## src/idc_pkg.sv

```systemverilog
package idc_pkg;
	localparam int INSTR_W = 14;
	localparam int DATA_W = 8;
	localparam int FADDR_W = 7;
	// Opcode patterns: store and idle are value under mask, option load and return are exact words
	localparam logic [13:0] OP_STORE_MASK = 14'h3F80;
	localparam logic [13:0] OP_STORE_VAL = 14'h0080;
	localparam logic [13:0] OP_IDLE_MASK = 14'h3F9F;
	localparam logic [13:0] OP_IDLE_VAL = 14'h0000;
	localparam logic [13:0] OP_OPT_LOAD = 14'h0062;
	localparam logic [13:0] OP_IRQ_RET = 14'h0009;
	// File addresses of the two registers held here
	localparam logic [6:0] OPTION_FADDR = 7'h01;
	localparam logic [6:0] IRQCTL_FADDR = 7'h0B;
	localparam int IRQ_EN_BIT = 7;
	localparam logic [7:0] OPTION_RST = 8'hFF;
	localparam logic [7:0] IRQCTL_RST = 8'h00;
	localparam logic [7:0] ACC_RST = 8'h00;
	localparam int IRQ_RET_CYCLES = 2;

	typedef struct packed {
		logic we;
		logic [FADDR_W-1:0] addr;
		logic [DATA_W-1:0] data;
	} idc_file_wr_t;

	typedef enum logic {
		ST_RUN,
		ST_IRET2
	} idc_state_t;
endpackage : idc_pkg

```

## src/idc_decoder.sv

```systemverilog
// What this block does
// - Store opcode copies the working register into file register f, one cycle, no flags.
// - Option-load opcode copies the working register into the option register, one cycle.
// - Option register is also read and written as an ordinary file register.
// - Interrupt return pops the stack and loads the popped entry into the PC.
// - Interrupt return sets the global interrupt enable, bit 7 of interrupt control.
// - Interrupt return takes two cycles; the other three instructions take one.
`timescale 1ns/1ps
module idc_decoder #(
	parameter int PC_W = 11,
	parameter int STACK_DEPTH = 8
) (
	// Clock and reset
	input wire logic core_clk,
	input wire logic rst_n,
	// Instruction stream from program memory
	input wire logic instr_valid,
	input wire logic [idc_pkg::INSTR_W-1:0] instr_word,
	output logic instr_ready,
	// Working register load from the rest of the core
	input wire logic acc_load,
	input wire logic [idc_pkg::DATA_W-1:0] acc_load_data,
	output logic [idc_pkg::DATA_W-1:0] acc,
	// File register bus
	input wire idc_pkg::idc_file_wr_t ext_file_wr,
	input wire logic [idc_pkg::FADDR_W-1:0] file_rd_addr,
	output logic [idc_pkg::DATA_W-1:0] file_rd_data,
	output idc_pkg::idc_file_wr_t file_wr,
	// Program counter, stack and interrupts
	input wire logic stack_push,
	input wire logic [PC_W-1:0] stack_push_addr,
	input wire logic irq_en_clear,
	output logic [PC_W-1:0] pc,
	output logic [idc_pkg::DATA_W-1:0] option_reg,
	output logic [idc_pkg::DATA_W-1:0] irq_control_register,
	output logic global_irq_enable
);
	import idc_pkg::*;

	localparam int SP_W = $clog2(STACK_DEPTH);

	// Pointer wraps circularly, so depth must fill the index range
	if (STACK_DEPTH < 2 || (1 << SP_W) != STACK_DEPTH || PC_W < 2) begin : g_bad_params
		$error("idc_decoder: STACK_DEPTH must be a power of two >= 2, PC_W >= 2");
	end

	idc_state_t state_r;
	logic ready_r;
	logic [PC_W-1:0] pc_r;
	logic [DATA_W-1:0] acc_r;
	logic [DATA_W-1:0] option_r;
	logic [DATA_W-1:0] irqctl_r;
	logic [DATA_W-1:0] rd_data_r;
	idc_file_wr_t file_wr_r;
	logic [SP_W-1:0] sp_r;
	logic [PC_W-1:0] stack_r [STACK_DEPTH];

	logic accept;
	logic is_store;
	logic is_idle;
	logic is_opt_load;
	logic is_irq_ret;
	logic do_pop;
	logic [SP_W-1:0] top_idx;
	logic [SP_W-1:0] wr_idx;
	logic [PC_W-1:0] top_of_stack;
	idc_file_wr_t fw;

	assign accept = instr_valid && ready_r;
	assign is_store = (instr_word & OP_STORE_MASK) == OP_STORE_VAL;
	assign is_idle = (instr_word & OP_IDLE_MASK) == OP_IDLE_VAL;
	assign is_opt_load = instr_word == OP_OPT_LOAD;
	assign is_irq_ret = instr_word == OP_IRQ_RET;
	assign do_pop = accept && is_irq_ret;
	assign top_idx = sp_r - SP_W'(1);
	assign top_of_stack = stack_r[top_idx];
	// Push during a pop overwrites the popped slot
	assign wr_idx = do_pop ? top_idx : sp_r;

	// Instruction-driven file write beats the external one
	always_comb begin
		fw = ext_file_wr;
		if (accept && is_store) begin
			fw.we = 1'b1;
			fw.addr = instr_word[FADDR_W-1:0];
			fw.data = acc_r;
		end
	end

	always_ff @(posedge core_clk) begin
		if (!rst_n) begin
			state_r <= ST_RUN;
			ready_r <= 1'b1;
		end else if (state_r == ST_IRET2) begin
			state_r <= ST_RUN;
			ready_r <= 1'b1;
		end else if (do_pop) begin
			state_r <= ST_IRET2;
			ready_r <= 1'b0;
		end
	end

	always_ff @(posedge core_clk) begin
		if (!rst_n) begin
			pc_r <= '0;
		end else if (do_pop) begin
			pc_r <= top_of_stack;
		end else if (accept) begin
			pc_r <= pc_r + PC_W'(1);
		end
	end

	always_ff @(posedge core_clk) begin
		if (!rst_n) begin
			sp_r <= '0;
		end else if (do_pop && !stack_push) begin
			sp_r <= top_idx;
		end else if (stack_push && !do_pop) begin
			sp_r <= sp_r + SP_W'(1);
		end
	end

	for (genvar i = 0; i < STACK_DEPTH; i++) begin : g_stack
		always_ff @(posedge core_clk) begin
			if (!rst_n) begin
				stack_r[i] <= '0;
			end else if (stack_push && wr_idx == SP_W'(i)) begin
				stack_r[i] <= stack_push_addr;
			end
		end
	end

	// Working register is never written by these four opcodes
	always_ff @(posedge core_clk) begin
		if (!rst_n) begin
			acc_r <= ACC_RST;
		end else if (acc_load) begin
			acc_r <= acc_load_data;
		end
	end

	always_ff @(posedge core_clk) begin
		if (!rst_n) begin
			file_wr_r <= '0;
		end else begin
			file_wr_r <= fw;
		end
	end

	always_ff @(posedge core_clk) begin
		if (!rst_n) begin
			option_r <= OPTION_RST;
		end else if (accept && is_opt_load) begin
			option_r <= acc_r;
		end else if (fw.we && fw.addr == OPTION_FADDR) begin
			option_r <= fw.data;
		end
	end

	// set by return beats any clear
	always_ff @(posedge core_clk) begin
		if (!rst_n) begin
			irqctl_r <= IRQCTL_RST;
		end else begin
			if (fw.we && fw.addr == IRQCTL_FADDR) begin
				irqctl_r <= fw.data;
			end else if (irq_en_clear) begin
				irqctl_r[IRQ_EN_BIT] <= 1'b0;
			end
			if (do_pop) begin
				irqctl_r[IRQ_EN_BIT] <= 1'b1;
			end
		end
	end

	// read back; unheld addresses read zero
	always_ff @(posedge core_clk) begin
		if (!rst_n) begin
			rd_data_r <= '0;
		end else if (file_rd_addr == OPTION_FADDR) begin
			rd_data_r <= option_r;
		end else if (file_rd_addr == IRQCTL_FADDR) begin
			rd_data_r <= irqctl_r;
		end else begin
			rd_data_r <= '0;
		end
	end

	assign instr_ready = ready_r;
	assign pc = pc_r;
	assign acc = acc_r;
	assign file_wr = file_wr_r;
	assign file_rd_data = rd_data_r;
	assign option_reg = option_r;
	assign irq_control_register = irqctl_r;
	assign global_irq_enable = irqctl_r[IRQ_EN_BIT];

	AST_STORE_WRITES_F: assert property (
		@(posedge core_clk) disable iff (!rst_n)
		accept && is_store |=> file_wr_r.we && file_wr_r.data == $past(acc_r)
			&& file_wr_r.addr == $past(instr_word[FADDR_W-1:0])
			&& pc_r == $past(pc_r) + PC_W'(1) && ready_r)
		else $error("store did not write the file register in one cycle");

	AST_OPT_LOAD: assert property (
		@(posedge core_clk) disable iff (!rst_n)
		accept && is_opt_load |=> option_r == $past(acc_r) && ready_r)
		else $error("option load did not copy the working register");

	AST_OPT_ADDRESSABLE: assert property (
		@(posedge core_clk) disable iff (!rst_n)
		fw.we && fw.addr == OPTION_FADDR && !(accept && is_opt_load)
			##1 file_rd_addr == OPTION_FADDR |=> file_rd_data == $past(fw.data, 2))
		else $error("option register not reachable as a file register");

	AST_RET_PC: assert property (
		@(posedge core_clk) disable iff (!rst_n)
		do_pop && !stack_push |=> pc_r == $past(top_of_stack) && sp_r == $past(sp_r) - SP_W'(1))
		else $error("return did not load the popped entry");

	AST_RET_IRQ_EN: assert property (
		@(posedge core_clk) disable iff (!rst_n)
		do_pop |=> global_irq_enable && irqctl_r[IRQ_EN_BIT])
		else $error("return did not set the global interrupt enable");

	AST_RET_TWO_CYCLES: assert property (
		@(posedge core_clk) disable iff (!rst_n)
		do_pop |=> !instr_ready ##1 instr_ready)
		else $error("return did not take exactly two cycles");

	AST_IDLE_NOCHANGE: assert property (
		@(posedge core_clk) disable iff (!rst_n)
		accept && is_idle && !acc_load && !stack_push && !irq_en_clear && !ext_file_wr.we
			|=> pc_r == $past(pc_r) + PC_W'(1) && $stable(acc_r) && $stable(option_r)
			&& $stable(irqctl_r) && $stable(sp_r) && !file_wr_r.we && ready_r)
		else $error("idle instruction changed state");
endmodule : idc_decoder

```

## config.mk

```make
export PLATFORM = sky130hd
export DESIGN_NAME = idc_decoder
export DESIGN_NICKNAME = d
export VERILOG_FILES = /design/src/idc_pkg.sv /design/src/idc_decoder.sv
export SDC_FILE = /design/constraint.sdc
export NUM_CORES = 1
export LEC_CHECK = 0
export ABC_CLOCK_PERIOD_IN_PS = 3400
export BUFFER_PORTS_ARGS = -buffer_cell sky130_fd_sc_hd__buf_2
export CAP_MARGIN = 20
export CORE_MARGIN = 1.5
export CORE_UTILIZATION = 50
export CTS_CLUSTER_DIAMETER = 100
export DETAILED_ROUTE_END_ITERATION = 7
export GPL_TIMING_DRIVEN = 0
export PLACE_DENSITY = 0.84
export SYNTH_ARGS = -nofsm -noshare
export SYNTH_HDL_FRONTEND = slang
export SYNTH_SLANG_ARGS = --single-unit
```

## constraint.sdc

```tcl
create_clock -name core_clk -period 3.4 [get_ports core_clk]
set_input_delay 0.17 -clock core_clk [delete_from_list [all_inputs] [get_ports core_clk]]
set_output_delay 0.17 -clock core_clk [all_outputs]
set_load 0.05 [all_outputs]
```

==> reports/qor.yml, run 1 <==
die_h_um: 127
swShare_pct: 26.9
placed_area_mm2: 0.00855
worst_ir_drop_vdd_uv: 609
netlist_area_mm2: 0.00769
dominantRegCellSynth: "edfxtp_1"
syn2layout_area_growth_pct: 21.2
final_area_mm2: 0.00932
routed_via_density: 6.20
dieWidth_um: 127
row_count: 45
grt_first_pass_wirelength_um: 32500
grt_pass1_vias: 5999
worstMarginPinSlew_ns: 1.02
largest_register_ffs: 88
crit_path_cell_trace: "clkbuf_4 -> buf_6 -> inv_1 -> ha_1 -> clkbuf_4 -> buf_2 -> nor2_1 -> nand4_1 -> clkbuf_1 -> a21oi_1"
cts_tree: "yes"
ios: 123
post-route-util_pct: 61.8
ys_seq_elements: 152
slowest_stage: "clkbuf_1"
ant_nets: 0
clock_sinks: 152
path_common_cell: "clkbuf_4"
cts_buffer_depth: 2
p_sw_w: 0.00124
drc: 0
setup_viol: 0
ys_seq_area_share_pct: 51.0
route.vias.total: 6118
pwr-share-clk_pct: 40.2
hold_viol: 0
clock.fmax_mhz: 305
leakage_nw: 3.44
gp_congestion: 0.876
place_inst: 942
synthesis.nets: 697
ys_warn_count: 0
place.port_buffers: 121
antenna_found_initial: 1
worst_ep_arrival_time_ns: 3.43
synth.distinct_cells: 62
overflow: 0
nFillCells: 1157
rsz0062_at_grt: "yes"
wire_per_inst_um: 21.6
slew_headroom_pct: 31.5
hp-class: "primary input to register"
finalCritPeriodShare_pct: 96.4
clock_latency_ns: 0.44
layout_min_cycle_time_ns: 3.28
power.share.combinational_pct: 14.8
synth_most_common_cell: "edfxtp_1"
start_kind: "register"
cts.htree.levels: 4
worst_setup_path_end_kind: "register"
cts_buffers: 17
postSynthCellCount: 631
synth_commonest_cells: "edfxtp_1 (88), a21oi_1 (75), dfxtp_1 (64), a21oi_2 (48), nor2_1 (40)"
globalRouteTotalUtil_pct: 27.0
grt_max_degree: 17
die_area_mm2: 0.0161
initialDrtViolationCount: 645
max_cap_viol_count: 0
drive_gt1_share_pct: 38.8
nNetsFinal: 850
criticalPathCategory: "register to register"
power.density_mw_per_mm2: 494
internal_power_w: 0.00337
initial_core_util_pct: 50.9
preCtsSetupSlack_ns: -0.971
drt-pass1-iter-count: 5
dp_hpwl_um: 14800
critical_path.max_stage_delay_ns: 0.68
drv_slew: 0
synth_area_leaders: "edfxtp_1 (34%), dfxtp_1 (17%), mux4_2 (6.4%)"
synth_area_leader_cell: "edfxtp_1"
status: "finished clean"
cp_max_fo: 10
top_register: "stack_r"
p_total_w: 0.00461
core_area_mm2: 0.0151
syn_area_per_cell_um2: 12.2
drt-total-wl_um: 21300
clkTransAtPathRegs_ns: 0.06
required_ns: 3.55
synth_edf_count: 88
root_buffer: "clkbuf_16"
fin_skew_ns: 0.00692
fin_cells: 986
seq_power_share_pct: 45.0
synth_top_area_share_pct: 34.4
synthArstFlopShare_pct: 0
fin_ws_ns: 0.122
placed cells by master (no fill, tap or decap), types with 5 or more instances in the layout:
| cell | count |
|---|---|
| buf_2 | 135 |
| edfxtp_1 | 88 |
| a21oi_1 | 73 |
| dfxtp_1 | 64 |
| a21oi_2 | 48 |
| nor2_1 | 39 |
| nor3_1 | 25 |
| mux2i_1 | 25 |
| nand2_1 | 25 |
| mux4_2 | 22 |
| clkbuf_1 | 19 |
| clkbuf_16 | 19 |
| nand4_1 | 14 |
| and2_1 | 13 |
| mux2_2 | 13 |
| nand4_4 | 10 |
| o211ai_4 | 10 |
| dlygate4sd3_1 | 10 |
| nand3_1 | 9 |
| o21ai_0 | 8 |
| o211ai_1 | 8 |
| a22oi_1 | 8 |
| buf_6 | 7 |
| buf_4 | 6 |
| inv_1 | 5 |
| or3_1 | 5 |
| o22ai_1 | 5 |
worst paths after layout:
kind / slack (ns) / from / to / cells past startpoint
worst max-delay path: 0.12 / sp_r[0]$_SDFFE_PN0P_ / stack_r[7][0]$_SDFFCE_PN0P_ / 10
worst min register to register: 0.50 / option_reg[0]$_SDFFE_PN1P_ / option_reg[0]$_SDFFE_PN1P_ / 2
worst min-delay path: 0.003 / ext_file_wr[12] / file_wr[12]$_SDFF_PN0_ / 3
worst max register to register: 0.12 / sp_r[0]$_SDFFE_PN0P_ / stack_r[7][0]$_SDFFCE_PN0P_ / 10
logic make-up after synthesis:
family | after synthesis | synth area share [%]
flops | 152 | 51.0
buf+inv | 60 | 4.18
xor+xnor | 3 | 0.342
fa+ha+maj | 4 | 0.651
simple gates | 167 | 13.7
compound gates | 183 | 18.0
mux | 62 | 12.1
power groups by stage:
stage                     sequential [W]  combinational, W  clock [W]
after global placement           0.00211          0.000622          0
after global routing             0.00208          0.000707    0.00192
after detailed placement         0.00211          0.000639          0
final                            0.00207          0.000681    0.00185
after CTS                        0.00207          0.000668    0.00185
after floorplan                  0.00217          0.000367          0
layout make-up:
| type | instances | area (um2) | area share (%) |
|---|---|---|---|
| flip-flops and latches | 152 | 3920 | 42.1 |
| multi-input cells | 419 | 3490 | 37.4 |
| repair buffers | 134 | 744 | 7.99 |
| clock buffers | 23 | 522 | 5.60 |
| plain buffers | 54 | 322 | 3.45 |
| well taps | 188 | 235 | 2.52 |
| clock inverters | 9 | 61.3 | 0.658 |
| inverters | 6 | 22.5 | 0.242 |
| diodes | 1 | 2.50 | 0.0269 |
worst max-delay path: cells and delay by family (launching register included):
kind | cells | cell delay [ns]
AND/OR/NAND/NOR | 2 | 0.28
AO/OA/AOI/OAI | 1 | 0.19
buffers and inverters | 6 | 1.88
adder cells (fa/ha/maj) | 1 | 0.30
flip-flops | 1 | 0.34
repair_timing:
action                                 4_1_cts  5_1_grt
gates resized for setup                     14        5
buffers inserted                             1        0
hold buffers                                10        0
pin swaps                                    1        0
setup endpoints to repair                  137       79
endpoints found under the hold margin       10        0
per-layer routing:
layer  wire length, um  vias up  track usage [%]
met5                 0        -                0
met4               816        0             12.3
met3              1860       63             5.95
met2             10600      378             46.0
met1              8030     2939             32.8
li1                  -     2738                -
through the flow:
stage,hold WS (ns),TNS [ns]
after global placement,0.404,-61.75
after floorplan,0.299,0
after global routing,0.0138,-0.130
after detailed placement,0.416,-64.66
after CTS,0.00237,0
final,0.00303,0
(Power assumes the default switching activity.)
==> inputs of run 2 (changes only) <==
--- a/config.mk
+++ b/config.mk
@@ -5,6 +5,7 @@
 export SDC_FILE = /design/constraint.sdc
 export NUM_CORES = 1
 export LEC_CHECK = 0
+export ABC_AREA = 0
 export ABC_CLOCK_PERIOD_IN_PS = 3400
 export BUFFER_PORTS_ARGS = -buffer_cell sky130_fd_sc_hd__buf_2
 export CAP_MARGIN = 20
@@ -13,7 +14,7 @@
 export CTS_CLUSTER_DIAMETER = 100
 export DETAILED_ROUTE_END_ITERATION = 7
 export GPL_TIMING_DRIVEN = 0
-export PLACE_DENSITY = 0.84
+export PLACE_DENSITY = 0.76
 export SYNTH_ARGS = -nofsm -noshare
 export SYNTH_HDL_FRONTEND = slang
 export SYNTH_SLANG_ARGS = --single-unit
==> reports/qor.yml, run 2 (synthesis gave the netlist of run 1 again) <==
required_ns: 3.46  # was 3.55 ns
die_area_mm2: 0.0161  # unchanged
clock.fmax_mhz: 310  # was 305 MHz
overflow: 0  # unchanged
drt-pass1-iter-count: 6  # was 5
antenna_found_initial: 0  # was 1
cts.htree.levels: 4  # unchanged
fin_skew_ns: 0.0127  # was 0.00692 ns
preCtsSetupSlack_ns: -0.951  # was -0.971 ns
worst_ir_drop_vdd_uv: 416  # was 609 uV
dieWidth_um: 127  # unchanged
slew_headroom_pct: 39.6  # was 31.5%
top_register: "stack_r"  # unchanged
die_h_um: 127  # unchanged
core_area_mm2: 0.0151  # unchanged
num_antenna_cells: 0  # was 1
reg2regPathDepth: 9  # was 10
rsz0062_at_grt: "no"  # was yes
worstMarginPinSlew_ns: 0.899  # was 1.02 ns
min_path_cells: 3  # unchanged
path_common_cell: "buf_6"  # was clkbuf_4
fin_ws_ns: 0.174  # was 0.122 ns
grt_pass1_vias: 5990  # was 5,999
worst_ep_arrival_time_ns: 3.28  # was 3.43 ns
holdWs_ns: 0.00308  # was 0.00303 ns
gp_congestion: 0.924  # was 0.876
hold_viol: 0  # unchanged
globalRouteTotalUtil_pct: 26.8  # was 27.0%
cts_buffer_depth: 2  # unchanged
cp_max_fo: 11  # was 10
leakage_nw: 3.40  # was 3.44 nW
cts_tree: "yes"  # unchanged
clkTransAtPathRegs_ns: 0.06  # about the same
nNetsFinal: 847  # was 850
hp-start: "ext_file_wr[12]"  # unchanged
worstReg2RegEnd: "stack_r[2][3]$_SDFFCE_PN0P_"  # was stack_r[7][0]$_SDFFCE_PN0P_
wire_per_inst_um: 21.7  # was 21.6 um
clock_sinks: 152  # unchanged
path_buf_inv: 5  # was 6
hp-class: "primary input to register"  # unchanged
post-route-util_pct: 61.6  # was 61.8%
nFillCells: 1161  # was 1,157
routed_via_density: 6.22  # was 6.20
drive_gt1_share_pct: 38.8  # about the same
finalCritPeriodShare_pct: 94.9  # was 96.4%
worst_setup_path_end_kind: "register"  # unchanged
drc: 0  # unchanged
max_cap_viol_count: 0  # unchanged
ant_nets: 0  # unchanged
syn2layout_area_growth_pct: 20.9  # was 21.2%
start_kind: "register"  # unchanged
r2r_slack_ns: 0.17  # was 0.12 ns
clock_latency_ns: 0.43  # was 0.44 ns
dp_hpwl_um: 15200  # was 14,800 um
place.port_buffers: 121  # unchanged
layout_common_cells: "buf_2 (136), edfxtp_1 (88), a21oi_1 (74)"  # was buf_2 (135), edfxtp_1 (88), a21oi_1 (73)
critical_path.max_stage_delay_ns: 0.60  # was 0.68 ns
layout_min_cycle_time_ns: 3.23  # was 3.28 ns
initial_core_util_pct: 50.9  # unchanged
status: "finished clean"  # unchanged
drv_slew: 0  # unchanged
crit_family: "buffers and inverters"  # unchanged
grt_first_pass_wirelength_um: 32700  # was 32,500 um
initialDrtViolationCount: 643  # was 645
r2r-start: "sp_r[0]$_SDFFE_PN0P_"  # unchanged
whs_endpoint: "file_wr[12]$_SDFF_PN0_"  # unchanged
p_total_w: 0.00464  # was 0.00461 W
ios: 123  # unchanged
drt-total-wl_um: 21300  # about the same
setup_viol: 0  # unchanged
root_buffer: "clkbuf_16"  # unchanged
cts_buffers: 17  # unchanged
criticalPathCategory: "register to register"  # unchanged
slowest_stage: "a21oi_2"  # was clkbuf_1
power.density_mw_per_mm2: 500  # was 494 mW/mm2
route.vias.total: 6112  # was 6,118
crit_path_cell_trace: "clkbuf_4 -> buf_6 -> inv_1 -> ha_1 -> buf_2 -> nor4_4 -> o21bai_2 -> buf_6 -> a21oi_2"  # was clkbuf_4 -> buf_6 -> inv_1 -> ha_1 -> clkbuf_4 -> buf_2 -> nor2_1 -> nand4_1 -> clkbuf_1 -> a21oi_1
row_count: 45  # unchanged
grt_max_degree: 17  # unchanged
final_common_cell: "buf_2"  # unchanged
largest_register_ffs: 88  # unchanged
==> run 2: through the flow <==
stage | instances | TNS (ns) | cell area (um2)
final | 982 | 0 | 9290
after global routing | 982 | 0 | 9290
after CTS | 982 | 0 | 9280
after detailed placement | 942 | -57.05 | 8540
after global placement | 940 | -54.56 | 8530
after floorplan | 631 | 0 | 7690
==> run 2: area by class of cell <==
| class | instances | area (um2) | share of cell area [%] |
|---|---|---|---|
| plain buffers | 54 | 315 | 3.39 |
| multi-input cells | 419 | 3490 | 37.6 |
| repair buffers | 131 | 711 | 7.65 |
| inverters | 6 | 22.5 | 0.242 |
| well taps | 188 | 235 | 2.53 |
| clock inverters | 12 | 151 | 1.63 |
| flip-flops and latches | 152 | 3920 | 42.2 |
| clock buffers | 20 | 437 | 4.70 |
==> run 2: worst min-delay path: cells and delay by family <==
family | cells | cell delay (ns)
buffers and inverters | 1 | 0.09
multiplexers | 1 | 0.06
AND/OR/NAND/NOR | 1 | 0.07
==> run 2: how the worst max path moves through the flow <==
stage	cells after the start	startpoint	slack (ns)	end
after floorplan	10	sp_r[0]$_SDFFE_PN0P_	0.09	stack_r[1][0]$_SDFFCE_PN0P_
after CTS	11	sp_r[0]$_SDFFE_PN0P_	0.04	stack_r[1][10]$_SDFFCE_PN0P_
after global routing	9	sp_r[0]$_SDFFE_PN0P_	0.002	stack_r[2][3]$_SDFFCE_PN0P_
final	9	sp_r[0]$_SDFFE_PN0P_	0.17	stack_r[2][3]$_SDFFCE_PN0P_
after detailed placement	10	sp_r[0]$_SDFFE_PN0P_	-0.95	stack_r[0][2]$_SDFFCE_PN0P_
after global placement	10	sp_r[0]$_SDFFE_PN0P_	-0.98	stack_r[1][2]$_SDFFCE_PN0P_
==> run 2: what timing repair did <==
item,CTS,global route
setup buffers,1,0
gates cloned,0,0
gates resized for setup,15,3
hold buffers,7,0
setup endpoints to repair,134,56
endpoints found under the hold margin,7,0
pin swaps,1,0
==> run 2: power breakdown <==
group	switching (W)	internal, W	leakage (nW)	total [W]
Combinational	0.000427	0.000241	1.72	0.000668
Clock	0.000746	0.00115	0.276	0.00190
Sequential	0.0000334	0.00204	1.40	0.00208
Total	0.00121	0.00343	3.40	0.00464
==> run 2: metal layers <==
| metal | track usage [%] | wire length, um | vias up |
|---|---|---|---|
| li1 | - | - | 2727 |
| met1 | 32.8 | 8130 | 2963 |
| met2 | 46.3 | 10700 | 364 |
| met3 | 5.11 | 1700 | 58 |
| met4 | 12.0 | 727 | 0 |
| met5 | 0 | 0 | - |
